<file path="src/rtl/lfpc_pkg.sv">
// shared constants and types for the low-pin-count flash pin control block
package lfpc_pkg;
  // cycle field encodings seen on the address/data lines
  localparam logic [3:0] START_READ = 4'hD; // firmware memory read start code
  localparam logic [3:0] START_WRITE = 4'hE; // firmware memory write start code
  localparam logic [3:0] SYNC_READY = 4'h0; // sync code: ready, no wait
  localparam logic [3:0] TAR_DRIVE = 4'hF; // level driven during turnaround
  // field lengths in nibbles
  localparam logic [2:0] ADDR_LAST = 3'h6; // seven address nibbles, index 0..6
  // memory array geometry
  localparam int ARRAY_AW = 19; // byte address width of the array
  localparam int BLOCK_SEL_LSB = 16; // 64 kbyte block select starts here
  localparam logic [2:0] TOP_BLOCK = 3'h7; // highest block holds the boot code
  // register space decode
  localparam int REG_SPACE_BIT = 22; // low selects register space
  localparam logic [15:0] GPI_STATUS_OFS = 16'h0100; // general input status offset
  localparam int GPI_W = 5; // number of general-purpose inputs
  // request carried to the memory array
  typedef struct packed {
    logic valid; // one-cycle request strobe
    logic write; // high programs, low reads
    logic [ARRAY_AW-1:0] addr; // byte address in the array
    logic [7:0] data; // byte to program
  } lfpc_mem_req_t;
  // cycle decode states
  typedef enum logic [3:0] {
    ST_IDLE = 4'b0000,
    ST_START = 4'b0001,
    ST_ADDR = 4'b0010,
    ST_MSIZE = 4'b0011,
    ST_WDATA = 4'b0100,
    ST_TAR_IN = 4'b0101,
    ST_SYNC = 4'b0110,
    ST_RDATA = 4'b0111,
    ST_TAR_OUT = 4'b1000
  } lfpc_state_t;
endpackage

</file>
<file path="src/rtl/lfpc_pin_control.sv">
// pin-level control of the low-pin-count flash: mode, resets, strap select, inputs, write protect
`timescale 1ns/1ps
module lfpc_pin_control
  import lfpc_pkg::*;
(
  input wire logic mclk,
  input wire logic sys_rst,
  input wire logic clk_en,
  input wire logic reset_pin_n,
  input wire logic init_pin_n,
  input wire logic parallel_program_mode,
  input wire logic lframe_n,
  input wire logic [3:0] lad_in,
  output logic [3:0] lad_out,
  output logic lad_oe,
  input wire logic [3:0] chip_select_strap,
  input wire logic [GPI_W-1:0] general_input_pins,
  input wire logic top_boot_lock_n,
  input wire logic write_protect_n,
  output lfpc_mem_req_t mem_req,
  input wire logic [7:0] mem_rdata,
  output logic prog_refused,
  output logic lpc_mode_active,
  output logic dev_in_reset
);
  // programming permission: top block under the lock pin, the rest under write protect
  function automatic logic prog_allowed(input logic [ARRAY_AW-1:0] a, input logic tbl_n, input logic wp_n);
    if (a[ARRAY_AW-1:BLOCK_SEL_LSB] == TOP_BLOCK) begin
      prog_allowed = tbl_n;
    end else begin
      prog_allowed = wp_n;
    end
  endfunction

  // two-stage synchronisers for every pin; first stage read only by the second
  logic [1:0] rstp_sync_reg; // primary reset pin
  logic [1:0] init_sync_reg; // second reset pin
  logic [1:0] mode_sync_reg; // interface select
  logic [1:0] frame_sync_reg; // frame strobe
  logic [3:0] lad_s1_reg, lad_s2_reg; // address/data lines
  logic [3:0] strap_s1_reg, strap_s2_reg; // select strap
  logic [GPI_W-1:0] gpi_s1_reg, gpi_s2_reg; // general inputs
  logic [1:0] tbl_sync_reg; // top block lock
  logic [1:0] wp_sync_reg; // write protect

  // synchronisers only clear on the system reset so the pin resets still propagate
  always_ff @(posedge mclk) begin
    if (sys_rst) begin
      rstp_sync_reg <= 2'h0;
      init_sync_reg <= 2'h0;
      mode_sync_reg <= 2'h0;
      frame_sync_reg <= 2'h3;
      lad_s1_reg <= 4'hF;
      lad_s2_reg <= 4'hF;
      strap_s1_reg <= 4'h0;
      strap_s2_reg <= 4'h0;
      gpi_s1_reg <= '0;
      gpi_s2_reg <= '0;
      tbl_sync_reg <= 2'h0;
      wp_sync_reg <= 2'h0;
    end else if (clk_en) begin
      rstp_sync_reg <= {rstp_sync_reg[0], reset_pin_n};
      init_sync_reg <= {init_sync_reg[0], init_pin_n};
      mode_sync_reg <= {mode_sync_reg[0], parallel_program_mode};
      frame_sync_reg <= {frame_sync_reg[0], lframe_n};
      lad_s1_reg <= lad_in;
      lad_s2_reg <= lad_s1_reg;
      strap_s1_reg <= chip_select_strap;
      strap_s2_reg <= strap_s1_reg;
      gpi_s1_reg <= general_input_pins;
      gpi_s2_reg <= gpi_s1_reg;
      tbl_sync_reg <= {tbl_sync_reg[0], top_boot_lock_n};
      wp_sync_reg <= {wp_sync_reg[0], write_protect_n};
    end
  end

  // either reset pin has the same effect; the mode pin is trusted to be static
  logic dev_rst; // combined device reset
  logic lpc_en; // LPC interface selected
  assign dev_rst = sys_rst | ~rstp_sync_reg[1] | ~init_sync_reg[1];
  assign lpc_en = ~mode_sync_reg[1];

  // cycle tracking state
  lfpc_state_t state_reg, state_next; // decode state
  logic [2:0] cnt_reg, cnt_next; // nibble counter within a field
  logic is_write_reg, is_write_next; // current cycle direction
  logic [27:0] addr_reg, addr_next; // assembled cycle address
  logic [7:0] wdata_reg, wdata_next; // byte to program
  logic [7:0] rdata_reg; // byte to return
  logic frame_act; // frame asserted this cycle
  logic reg_hit; // address selects the general input status
  assign frame_act = ~frame_sync_reg[1];
  assign reg_hit = ~addr_reg[REG_SPACE_BIT] && (addr_reg[15:0] == GPI_STATUS_OFS);

  // next-state decode; in LPC mode frame low always restarts, which aborts anything in flight
  always_comb begin
    state_next = state_reg;
    cnt_next = cnt_reg;
    is_write_next = is_write_reg;
    addr_next = addr_reg;
    wdata_next = wdata_reg;
    if (!lpc_en) begin
      state_next = ST_IDLE; // parallel mode: LPC decoder parked
    end else if (frame_act) begin
      state_next = ST_START;
      is_write_next = (lad_s2_reg == START_WRITE);
      // a count of one marks an unknown start code, so the select step turns the cycle away
      cnt_next = (lad_s2_reg == START_READ || lad_s2_reg == START_WRITE) ? 3'h0 : 3'h1;
    end else begin
      case (state_reg)
        ST_START: begin
          // first nibble after frame is the device select field
          cnt_next = 3'h0;
          if (cnt_reg == 3'h0 && lad_s2_reg == strap_s2_reg) begin
            state_next = ST_ADDR;
          end else begin
            state_next = ST_IDLE; // other device selected
          end
        end
        ST_ADDR: begin
          addr_next = {addr_reg[23:0], lad_s2_reg};
          cnt_next = cnt_reg + 3'h1;
          if (cnt_reg == ADDR_LAST) begin
            state_next = ST_MSIZE;
            cnt_next = 3'h0;
          end
        end
        ST_MSIZE: begin
          // only single-byte size is supported; the field is accepted as is
          state_next = is_write_reg ? ST_WDATA : ST_TAR_IN;
        end
        ST_WDATA: begin
          // data arrives low nibble first
          wdata_next = {lad_s2_reg, wdata_reg[7:4]};
          cnt_next = cnt_reg + 3'h1;
          if (cnt_reg == 3'h1) begin
            state_next = ST_TAR_IN;
            cnt_next = 3'h0;
          end
        end
        ST_TAR_IN: begin
          cnt_next = cnt_reg + 3'h1;
          if (cnt_reg == 3'h1) begin
            state_next = ST_SYNC;
            cnt_next = 3'h0;
          end
        end
        ST_SYNC: begin
          state_next = is_write_reg ? ST_TAR_OUT : ST_RDATA;
        end
        ST_RDATA: begin
          cnt_next = cnt_reg + 3'h1;
          if (cnt_reg == 3'h1) begin
            state_next = ST_TAR_OUT;
            cnt_next = 3'h0;
          end
        end
        ST_TAR_OUT: begin
          cnt_next = cnt_reg + 3'h1;
          if (cnt_reg == 3'h1) begin
            state_next = ST_IDLE;
            cnt_next = 3'h0;
          end
        end
        default: begin
          state_next = ST_IDLE; // idle and unknown codes wait for a frame
        end
      endcase
    end
  end

  // decode state registers
  always_ff @(posedge mclk) begin
    if (dev_rst) begin
      state_reg <= ST_IDLE;
      cnt_reg <= 3'h0;
      is_write_reg <= 1'b0;
      addr_reg <= 28'h0000000;
      wdata_reg <= 8'h00;
    end else if (clk_en) begin
      state_reg <= state_next;
      cnt_reg <= cnt_next;
      is_write_reg <= is_write_next;
      addr_reg <= addr_next;
      wdata_reg <= wdata_next;
    end
  end

  // array request, decided in the last host turnaround nibble and seen in the sync cycle; writes checked against the pins
  logic req_now; // request point of the cycle
  logic allow; // programming permitted at this address
  assign req_now = lpc_en && !frame_act && state_reg == ST_TAR_IN && cnt_reg == 3'h1;
  assign allow = prog_allowed(addr_reg[ARRAY_AW-1:0], tbl_sync_reg[1], wp_sync_reg[1]);
  always_ff @(posedge mclk) begin
    if (dev_rst) begin
      mem_req <= '0;
      prog_refused <= 1'b0;
    end else if (clk_en) begin
      mem_req.valid <= req_now && addr_reg[REG_SPACE_BIT] && (!is_write_reg || allow);
      mem_req.write <= is_write_reg;
      mem_req.addr <= addr_reg[ARRAY_AW-1:0];
      mem_req.data <= wdata_reg;
      prog_refused <= req_now && is_write_reg && addr_reg[REG_SPACE_BIT] && !allow;
    end
  end

  // read byte capture: status register or array answer in the sync cycle
  always_ff @(posedge mclk) begin
    if (dev_rst) begin
      rdata_reg <= 8'h00;
    end else if (clk_en && state_reg == ST_SYNC) begin
      if (!addr_reg[REG_SPACE_BIT]) begin
        // unmapped register offsets read as zero
        rdata_reg <= reg_hit ? {{(8-GPI_W){1'b0}}, gpi_s2_reg} : 8'h00;
      end else begin
        rdata_reg <= mem_rdata;
      end
    end
  end

  // low nibble of the byte being captured in the sync cycle
  logic [3:0] rdata_next_lo;
  assign rdata_next_lo = !addr_reg[REG_SPACE_BIT] ?
    (reg_hit ? gpi_s2_reg[3:0] : 4'h0) : mem_rdata[3:0];

  // line drive follows the next state so the byte appears as the state is entered
  logic [3:0] drv_val; // level to drive next
  logic drv_en; // drive next
  always_comb begin
    drv_val = TAR_DRIVE;
    drv_en = 1'b0;
    if (lpc_en && !frame_act) begin
      case (state_next)
        ST_SYNC: begin
          drv_val = SYNC_READY;
          drv_en = 1'b1;
        end
        ST_RDATA: begin
          // the captured byte is only ready after sync, so the low nibble comes from the live answer, the high one from the captured byte
          drv_val = (cnt_next == 3'h0) ? rdata_next_lo : rdata_reg[7:4];
          drv_en = 1'b1;
        end
        ST_TAR_OUT: begin
          drv_val = TAR_DRIVE;
          drv_en = (cnt_next == 3'h0); // drive high one nibble, then release
        end
        default: begin
          drv_val = TAR_DRIVE;
          drv_en = 1'b0;
        end
      endcase
    end
  end

  // registered line drivers; released on reset and on any abort
  always_ff @(posedge mclk) begin
    if (dev_rst) begin
      lad_out <= TAR_DRIVE;
      lad_oe <= 1'b0;
    end else if (clk_en) begin
      lad_out <= drv_val;
      lad_oe <= drv_en;
    end
  end

  // status levels for the surrounding logic
  always_ff @(posedge mclk) begin
    if (sys_rst) begin
      lpc_mode_active <= 1'b0;
      dev_in_reset <= 1'b1;
    end else if (clk_en) begin
      lpc_mode_active <= lpc_en;
      dev_in_reset <= dev_rst;
    end
  end
endmodule

</file>
<file path="config.mk">
export PLATFORM = sky130hd
export DESIGN_NAME = lfpc_pin_control
export DESIGN_NICKNAME = d
export VERILOG_FILES = /design/src/rtl/lfpc_pkg.sv /design/src/rtl/lfpc_pin_control.sv
export SDC_FILE = /design/constraint.sdc
export NUM_CORES = 1
export LEC_CHECK = 0
export BUFFER_PORTS_ARGS = -buffer_cell sky130_fd_sc_hd__buf_2
export CAP_MARGIN = 20
export CORE_ASPECT_RATIO = 1.25
export CORE_MARGIN = 2
export CORE_UTILIZATION = 54
export CTS_CLUSTER_DIAMETER = 50
export CTS_CLUSTER_SIZE = 20
export DETAILED_ROUTE_END_ITERATION = 8
export GPL_TIMING_DRIVEN = 0
export HOLD_SLACK_MARGIN = 0.03
export PLACE_DENSITY = 0.82
export SLEW_MARGIN = 20
export SYNTH_ARGS = -nofsm -noshare
export SYNTH_HDL_FRONTEND = slang
export SYNTH_SLANG_ARGS = --single-unit
export TNS_END_PERCENT = 1
</file>
<file path="constraint.sdc">
create_clock -name mclk -period 4.43 [get_ports mclk]
set_input_delay 0.6645 -clock mclk [delete_from_list [all_inputs] [get_ports mclk]]
set_output_delay 0.6645 -clock mclk [all_outputs]
set_load 0.03 [all_outputs]
</file>
# Word level (Yosys, flattened, before mapping)
# Index checks and enable logic that the tools add are counted.
totals:
  ff_bits: 122
  inputBits: 30
  output_inout_bits: 37
  wordCells: 102
op_classes:
  add_sub_neg: 1
  eq_ne: 18
  muxes: 27
  bitwise: 7
  n_reduce_logical: 22
op_table:
  columns: ["operator", "count"]
  rows:
  - ["two-way mux 4 bit", 12]
  - ["one-hot mux 4 bit (8 select lines)", 1]
  - ["equality test 4 x 3 -> 1 bit (second input constant)", 6]
  - ["equality test 16 x 9 -> 1 bit (second input constant)", 1]
  - ["equality test 4 bit (second input constant)", 4]
  - ["two-way mux 3 bit", 4]
  - ["logical AND 1 bit", 11]
  - ["one-hot mux 3 bit (3 select lines)", 1]
  - ["equality test 4 x 2 -> 1 bit (second input constant)", 2]
  - ["two-way mux 8 bit", 1]
  - ["one-hot mux 4 bit (2 select lines)", 1]
  - ["AND reduction 4 bit", 2]
  - ["equality test 3 bit (second input constant)", 2]
  - ["zero test 3 bit", 2]
  - ["two-way mux 5 bit", 1]
  - ["inverter 1 bit", 5]
  - ["equality test 4 x 1 -> 1 bit (second input constant)", 1]
  - ["equality test 4 bit", 1]
  - ["two-way mux 1 bit", 4]
  - ["OR reduction 4 bit", 1]
  - ["adder 3 x 1 -> 3 bit (second input constant)", 1]
  - ["equality test 3 x 1 -> 1 bit (second input constant)", 1]
  - ["AND reduction 3 bit", 1]
  - ["zero test 1 bit", 2]
  - ["other kinds (5)", 7]

# Longest topological paths before layout
# Gate-level depths: netlist of the first run.
logic_depth:
  ltp_word: 10
  mapped_depth: 9
  ltp_nobuf: 7

# Least setup slack after synthesis of the first run
# No wires, ideal clock.
synth_path:
  path_type: "input port to flip-flop"
  startpoint: "input clk_en"
  endpoint: "register state_reg[0]"
  setup_time_ns: 0.128
  arrival_time_ns: 2.066
  required_ns: 4.302
  path_slack_ns: 2.237
  cell_stages: 5
  path_buffers: 3
  path_cell_list: "clkbuf_1 > clkbuf_1 > buf_1 > mux2i_1 > nor2_1"
synth_lines:
  columns: ["element", "line_no", "source"]
  rows:
  - ["from (decl)", "lfpc_pin_control.sv:8", "input wire logic clk_en,"]
  - ["to (signal assigned)", "lfpc_pin_control.sv:181", "state_reg <= state_next;"]
  - ["to (decl)", "lfpc_pin_control.sv:84", "lfpc_state_t state_reg, state_next;"]

# Worst setup path after layout of the first run
layout_path:
  startpoint: "register state_reg[3]"
  endpoint: "register lad_out[0]"
layout_between:
  elab_chain_len: 9
  elab_cells_between_ends: 26
  classes_between: "eq/ne (10); mux (14); reduce/logical (2)"
layout_lines:
  columns: ["element", "line_no", "source"]
  rows:
  - ["equality test 4 x 3 -> 1 bit or equality test 4 bit (tied branches)", "lfpc_pin_control.sv:110", "case (state_reg)"]
  - ["OR reduction 4 bit (no line)", null, null]
  - ["one-hot mux 3 bit (3 select lines)", "lfpc_pin_control.sv:110", null]
  - ["two-way mux 3 bit", "lfpc_pin_control.sv:104", "end else if (frame_act) begin"]
  - ["two-way mux 3 bit", "lfpc_pin_control.sv:102", "if (!lpc_en) begin"]
  - ["zero test 3 bit", "lfpc_pin_control.sv:240", "drv_val = (cnt_next == 3'h0) ? rdata_next_lo : rdata_reg[7:4];"]
  - ["two-way mux 4 bit", "lfpc_pin_control.sv:240", null]
  - ["one-hot mux 4 bit (2 select lines) *", "lfpc_pin_control.sv:233", "case (state_next)"]
  - ["two-way mux 4 bit *", "lfpc_pin_control.sv:232", "if (lpc_en && !frame_act) begin"]
  - ["to (signal assigned)", "lfpc_pin_control.sv:261", "lad_out <= drv_val;"]
  - ["to (decl)", "lfpc_pin_control.sv:14", "output logic [3:0] lad_out,"]
# Every way passes the cells marked *; elsewhere a longest branch is shown, timed or not.
# A chain may end at the register's enable or synchronous reset.

==> impl_results.md, run 1 <==
- Status: completed
- Post-Syn Area: 4917 sq um
- Starting density of the core: 0.5621
- Maximum clock path buffer count: 2
- Crit path kind: reg -> reg
- RePlAce Congestion: about 0.95
- Layout cells sized above 1: 0.2032
- # placed instances: 711
- Die Area: 9890 sq um
- Fin. Hold Viols: 0
- Ys flop type: dfxtp_1
- H-tree depth: 4
- Fin crit share: 0.5572
- CTS tree: built
- Crit Path Max Fanout: 9
- PwrDens: 406.1 nW/um^2
- Post-CTS setup buffer count: 0
- Synth Area per Inst: 9.348 sq um
- CTS resizes: 0
- Post-DR wirelength/cell: 16.65 um
- Vias: ~4200
- Non-Filler Instances: 740
- Drt total wl: around 12000 um
- Initial antenna violation count: 0
- Root Driver: clkbuf_8
- Drt pass-1 iters: 5
- Number of synthesis warnings: 0
- Final setup fails: 0
- Tightest Pin Transition: 0.8440 ns
- RSZ-0062 raised after global routing: false
- Worst Path Required: 4.83 ns
- Sequential area share after synthesis: 0.4682
- Util after Layout: 0.6773
- #FFs+latches synth: 115
- Setup TNS: 0 ns
- Number of global-route vias before repair: between 4000 and 5000
- CP Capture Type: flip-flop
- Synthesized instance count: approximately 530
- Clk sinks: 115
- Worst slew margin: 0.4373
- Max-Cap Viols: 0
- CTS hold repair buffers: 0
- Clock Skew: 0.007288 ns
- Post-synthesis async set-or-reset flop share: 0
- Largest cells by area after synthesis: dfxtp_1 (47%), mux2i_1 (14%), nor2_1 (6.3%)
- Die Ht: 110.7 um
- Max reg flops: 29
- Top-count cell post-synth: dfxtp_1
- Gr usage total: 0.2699
- Setup crit start kind: flip-flop
- Global-route wire length before repair: a little over 20000 um
- Area growth from synthesis to layout: 20.51%
- Peak supply drop: 0.3781 mV
- Max Slew Vio Count: 0
- Final Critical Period: 2.468 ns
- TritonCTS Buffers: 17
- PnR Total Power: 0.002406 W
- Largest area contributor in the netlist: dfxtp_1
- Post-route ant nets: 0
- Post-Syn Nets: 556
- Port Buffers: 65
- DRT iter0 DRCs: roughly 260
- Hold Path Class: in -> reg
- CP arrival: 2.87 ns
- Pin count of the biggest net entering global routing: 17
- Rows: 38
- Die X: 89.35 um
- Layout Nets: 640
- Post-synth EDFFs: 0
- Leading cell types by count after synthesis: dfxtp_1 (115), nor2_1 (82), mux2i_1 (69)
- Max Fclk: roughly 410 MHz
- IO Pins: 67
- Overflow after GRT: 0
- Worst-Skew Late Latency: between 0.5 and 0.6 ns
- # diodes: 0
- Pleak: 2.372 nW
- DRC Markers: 0
- Via density: 5.632
- Netlist cell types: slightly above 60
- Synth top area share: 0.4682
- Reg clk slew, reported paths: 0.05 ns
- Fill count: 727
- Final HPWL DP: approximately 8600 um
- Core Box Area: 8748 sq um
area by class of cell:
| class | count | area, sq um | area share |
|---|---|---|---|
| buffer | 37 | 210.2 | 0.03547 |
| clock buffer | 24 | 480.5 | 0.08108 |
| inverter | 6 | 25.02 | 0.004223 |
| tap | 120 | 150.1 | 0.02534 |
| timing repair buffer | 65 | 325.3 | 0.05490 |
| multi-input combinational | 368 | 2380 | 0.4016 |
| sequential | 115 | 2302 | 0.3885 |
| clock inverter | 5 | 52.55 | 0.008868 |
cell families after synthesis:
family          count (synthesis)  share of synthesized area
xor+xnor                        5                   0.008905
compound gates                 89                     0.1318
simple gates                  205                     0.2028
flops                         115                     0.4682
mux                            69                     0.1405
buf+inv                        43                    0.04784
placed cells by master, fill, tap and decap left out, types with 2 or more instances in the layout:
cell type,synthesis,layout
and2_1,2,2
xor2_1,5,5
a221o_1,2,2
a22oi_1,2,2
nor2b_1,13,13
nand2_1,53,53
clkbuf_8,3,8
mux2i_1,69,69
nand3b_1,3,3
or3_4,2,2
nand2b_2,2,2
clkinv_2,0,3
nor4b_1,2,2
buf_2,3,68
clkbuf_1,22,25
inv_1,4,4
buf_1,3,3
a211oi_1,7,7
nor2_1,82,82
dfxtp_1,115,115
buf_6,4,4
o21ai_0,5,5
o31ai_2,2,2
a21oi_1,38,38
a211o_1,11,11
nor4_1,4,4
nand3_1,9,9
nor3_1,13,13
or2b_1,2,2
or4_1,2,2
nand2b_1,5,5
o221ai_1,4,4
clkbuf_16,0,16
o31ai_1,3,3
a221o_2,2,2
worst max-delay path, stage by stage (launching register included):
cell and delay (ns):
dfxtp_1 0.32, buf_6 0.13, nor4b_2 0.66, a211oi_1 0.21
o311ai_2 0.12, o31ai_2 0.18, or3_4 0.43, o221ai_1 0.20
a21oi_1 0.11
final timing paths:
path                      from             to  slack, ns  depth (start not counted)
hold reg to reg   rdata_reg[7]   rdata_reg[7]       0.47                          2
setup / recovery  state_reg[3]     lad_out[0]       1.96                          8
setup reg to reg  state_reg[3]     lad_out[0]       1.96                          8
hold / removal       lad_in[0]  lad_s1_reg[0]       0.35                          2
per-stage QoR:
step | hold slack, ns | cell area, sq um | setup WS [ns]
finish | 0.3543 | 5926 | 1.962
global route | 0.3472 | 5926 | 1.843
CTS | 0.3443 | 5926 | 2.044
detailed placement | 0.4505 | 5393 | 1.794
global placement | 0.4378 | 5393 | 1.855
floorplan | 0.4314 | 4917 | 2.237
where the power goes:
group | leakage [nW] | switching, W | internal, W | total, W
combinational | 1.18 | 0.0000590 | 0.0000491 | 0.000108
clock | 0.263 | 0.000439 | 0.000789 | 0.00123
sequential | 0.933 | 0.0000157 | 0.00105 | 0.00107
metal layers:
layer,global-route usage,vias up,share of wire
li1,-,2013,-
met1,0.3290,1992,0.42
met2,0.4415,133,0.50
met3,0.06925,30,0.054
met4,0.1164,0,0.026
met5,0,-,0
Note: power is estimated with default switching activity, not from simulation.
==> run 2, diff against run 1 <==
==> constraint.sdc (replaced) <==
create_clock -name mclk -period 2.5 [get_ports mclk]
set_input_delay 0.375 -clock mclk [delete_from_list [all_inputs] [get_ports mclk]]
set_output_delay 0.375 -clock mclk [all_outputs]
set_load 0.03 [all_outputs]
==> run 2 against run 1 <==
Wire length rose by 0.15%. First-iteration DRC count down 1.2%. Cell area up 0.17%. Die area stayed put. Maximum frequency rose by 3.7%. Clock skew fell by 0.00055 ns. Non-clock buffer count unchanged. Cell count unchanged.
==> impl_results.md, run 2 (synthesis gave the netlist of run 1 again) <==
- Status: completed
- Worst-Skew Late Latency: roughly 0.52 ns
- Crit Path Max Fanout: 10
- Fin crit share: 0.9520
- Max-Cap Viols: 0
- Post-DR wirelength/cell: about 17 um
- Port Buffers: 65
- Max Fclk: 420.2 MHz
- Global-route wire length before repair: between 20000 and 25000 um
- H-tree depth: 4
- Final HPWL DP: 8638 um
- Design area: 5936 sq um
- CTS hold repair buffers: 0
- Placed inst area: 5393 sq um
- Root Driver: clkbuf_8
- IO Pins: 67
- Overflow after GRT: 0
- Via density: ~5.6
- Worst slew margin: 0.4529
- CTS tree: built
- Layout cells sized above 1: 0.2048
- TritonCTS Buffers: 17
- Sw Pwr: 0.0009130 W
- Hold WS: between 0.06 and 0.07 ns
- CTS resizes: 0
- RePlAce Congestion: between 0.9 and 1
- CP arrival: around 2.8 ns
- Pleak: 2.375 nW
- Die X: 89.35 um
- Crit path kind: reg -> reg
- Final setup fails: 0
- Clk sinks: 115
- Final Critical Period: ~2.4 ns
- CP Capture Type: flip-flop
- Die Ht: 110.7 um
- PnR Total Power: 0.004267 W
- Most frequent cells in the layout: dfxtp_1 (115), nor2_1 (82), mux2i_1 (69)
- Initial antenna violation count: 0
- Rows: 38
- Layout Nets: 640
- Drt total wl: 12340 um
- Maximum clock path buffer count: 2
- Hold Path Class: in -> reg
- Pre-CTS setup slack: around 0.11 ns
- Combinational power share: 0.045
- Flop pwr share: 0.445
- Starting density of the core: 0.5621
- Max reg flops: 29
- Fill count: 727
- Int Pwr: about 0.0034 W
- Drt pass-1 iters: 6
- Area occupied by multi-input gates: 2389 sq um
- Reg clk slew, reported paths: 0.05 ns
- Worst Path Required: 2.95 ns
- Setup crit start kind: flip-flop
- Commonest non-fill, non-tap cell in the layout: dfxtp_1
- Tightest Pin Transition: 0.8207 ns
- Post-CTS setup buffer count: 0
- Pin count of the biggest net entering global routing: 17
- Die Area: 9890 sq um
- # diodes: 0
- Post-route ant nets: 0
- Reg area: 2302 sq um
- Clock power frac: 0.511
- Vias: 4171
- Peak supply drop: 0.6726 mV
- Sw frac: 0.2140
- Max Slew Vio Count: 0
- PwrDens: 718.8 nW/um^2
- Area growth from synthesis to layout: 20.71%
- DRC Markers: 0
- Core Box Area: 8748 sq um
- Gr usage total: 0.2699
- Setup ws final: 0.1199 ns
- Number of global-route vias before repair: 4250
- Clock Skew: 0.006736 ns
- DRT iter0 DRCs: between 200 and 300
- Fin. Hold Viols: 0
-- run 2: final cells by class --
class	count	area share
Buffer	37	0.03562
Clock buffer	24	0.08094
Clock inverter	5	0.008853
Inverter	6	0.004216
Multi-Input combinational cell	368	0.4024
Sequential cell	115	0.3879
Tap cell	120	0.02530
Timing Repair Buffer	65	0.05481
-- run 2: final timing paths --
kind | slack [ns] | depth (start not counted) | end | from
worst max-delay path | 0.12 | 8 | lad_out[0] | state_reg[1]
worst min-delay path | 0.06 | 2 | lad_s1_reg[0] | lad_in[0]
worst max register to register | 0.12 | 8 | lad_out[0] | state_reg[1]
worst min register to register | 0.46 | 2 | rdata_reg[7] | rdata_reg[7]
-- run 2: worst max-delay path: stages (launching register included) --
cell and delay [ns]:
dfxtp_1 0.47, buf_4 0.23, nor2b_1 0.17, nor3_1 0.08
a211oi_1 0.38, o31ai_1 0.19, nor4_4 0.43, o221ai_1 0.18
a21oi_1 0.18
-- run 2: power by group through the flow --
stage / Sequential (W) / Clock (W) / Combinational (W)
CTS: 0.00190 / 0.00218 / 0.000191
detailed placement: 0.00193 / 0 / 0.000187
floorplan: 0.00193 / 0 / 0.000131
global route: 0.00190 / 0.00229 / 0.000207
global placement: 0.00193 / 0 / 0.000180
finish: 0.00190 / 0.00218 / 0.000191
-- run 2: metal layers --
| layer | up-vias | track usage | wire length, um |
|---|---|---|---|
| met3 | 29 | 0.06925 | 690 |
| li1 | 2011 | - | - |
| met4 | 0 | 0.1164 | 284 |
| met2 | 148 | 0.4415 | 6230 |
| met5 | - | 0 | 0 |
| met1 | 1983 | 0.3290 | 5132 |
-- run 2: through the flow --
| stage | utilization | instances | TNS, ns |
|---|---|---|---|
| 4_1_cts | 0.6773 | 740 | 0 |
| 3_3_place_gp | 0.6164 | 711 | 0 |
| 2_1_floorplan | - | 526 | 0 |
| 3_5_place_dp | 0.6164 | 711 | 0 |
| 5_1_grt | 0.6785 | 740 | -0.01859 |
| 6_report | 0.6785 | 740 | 0 |
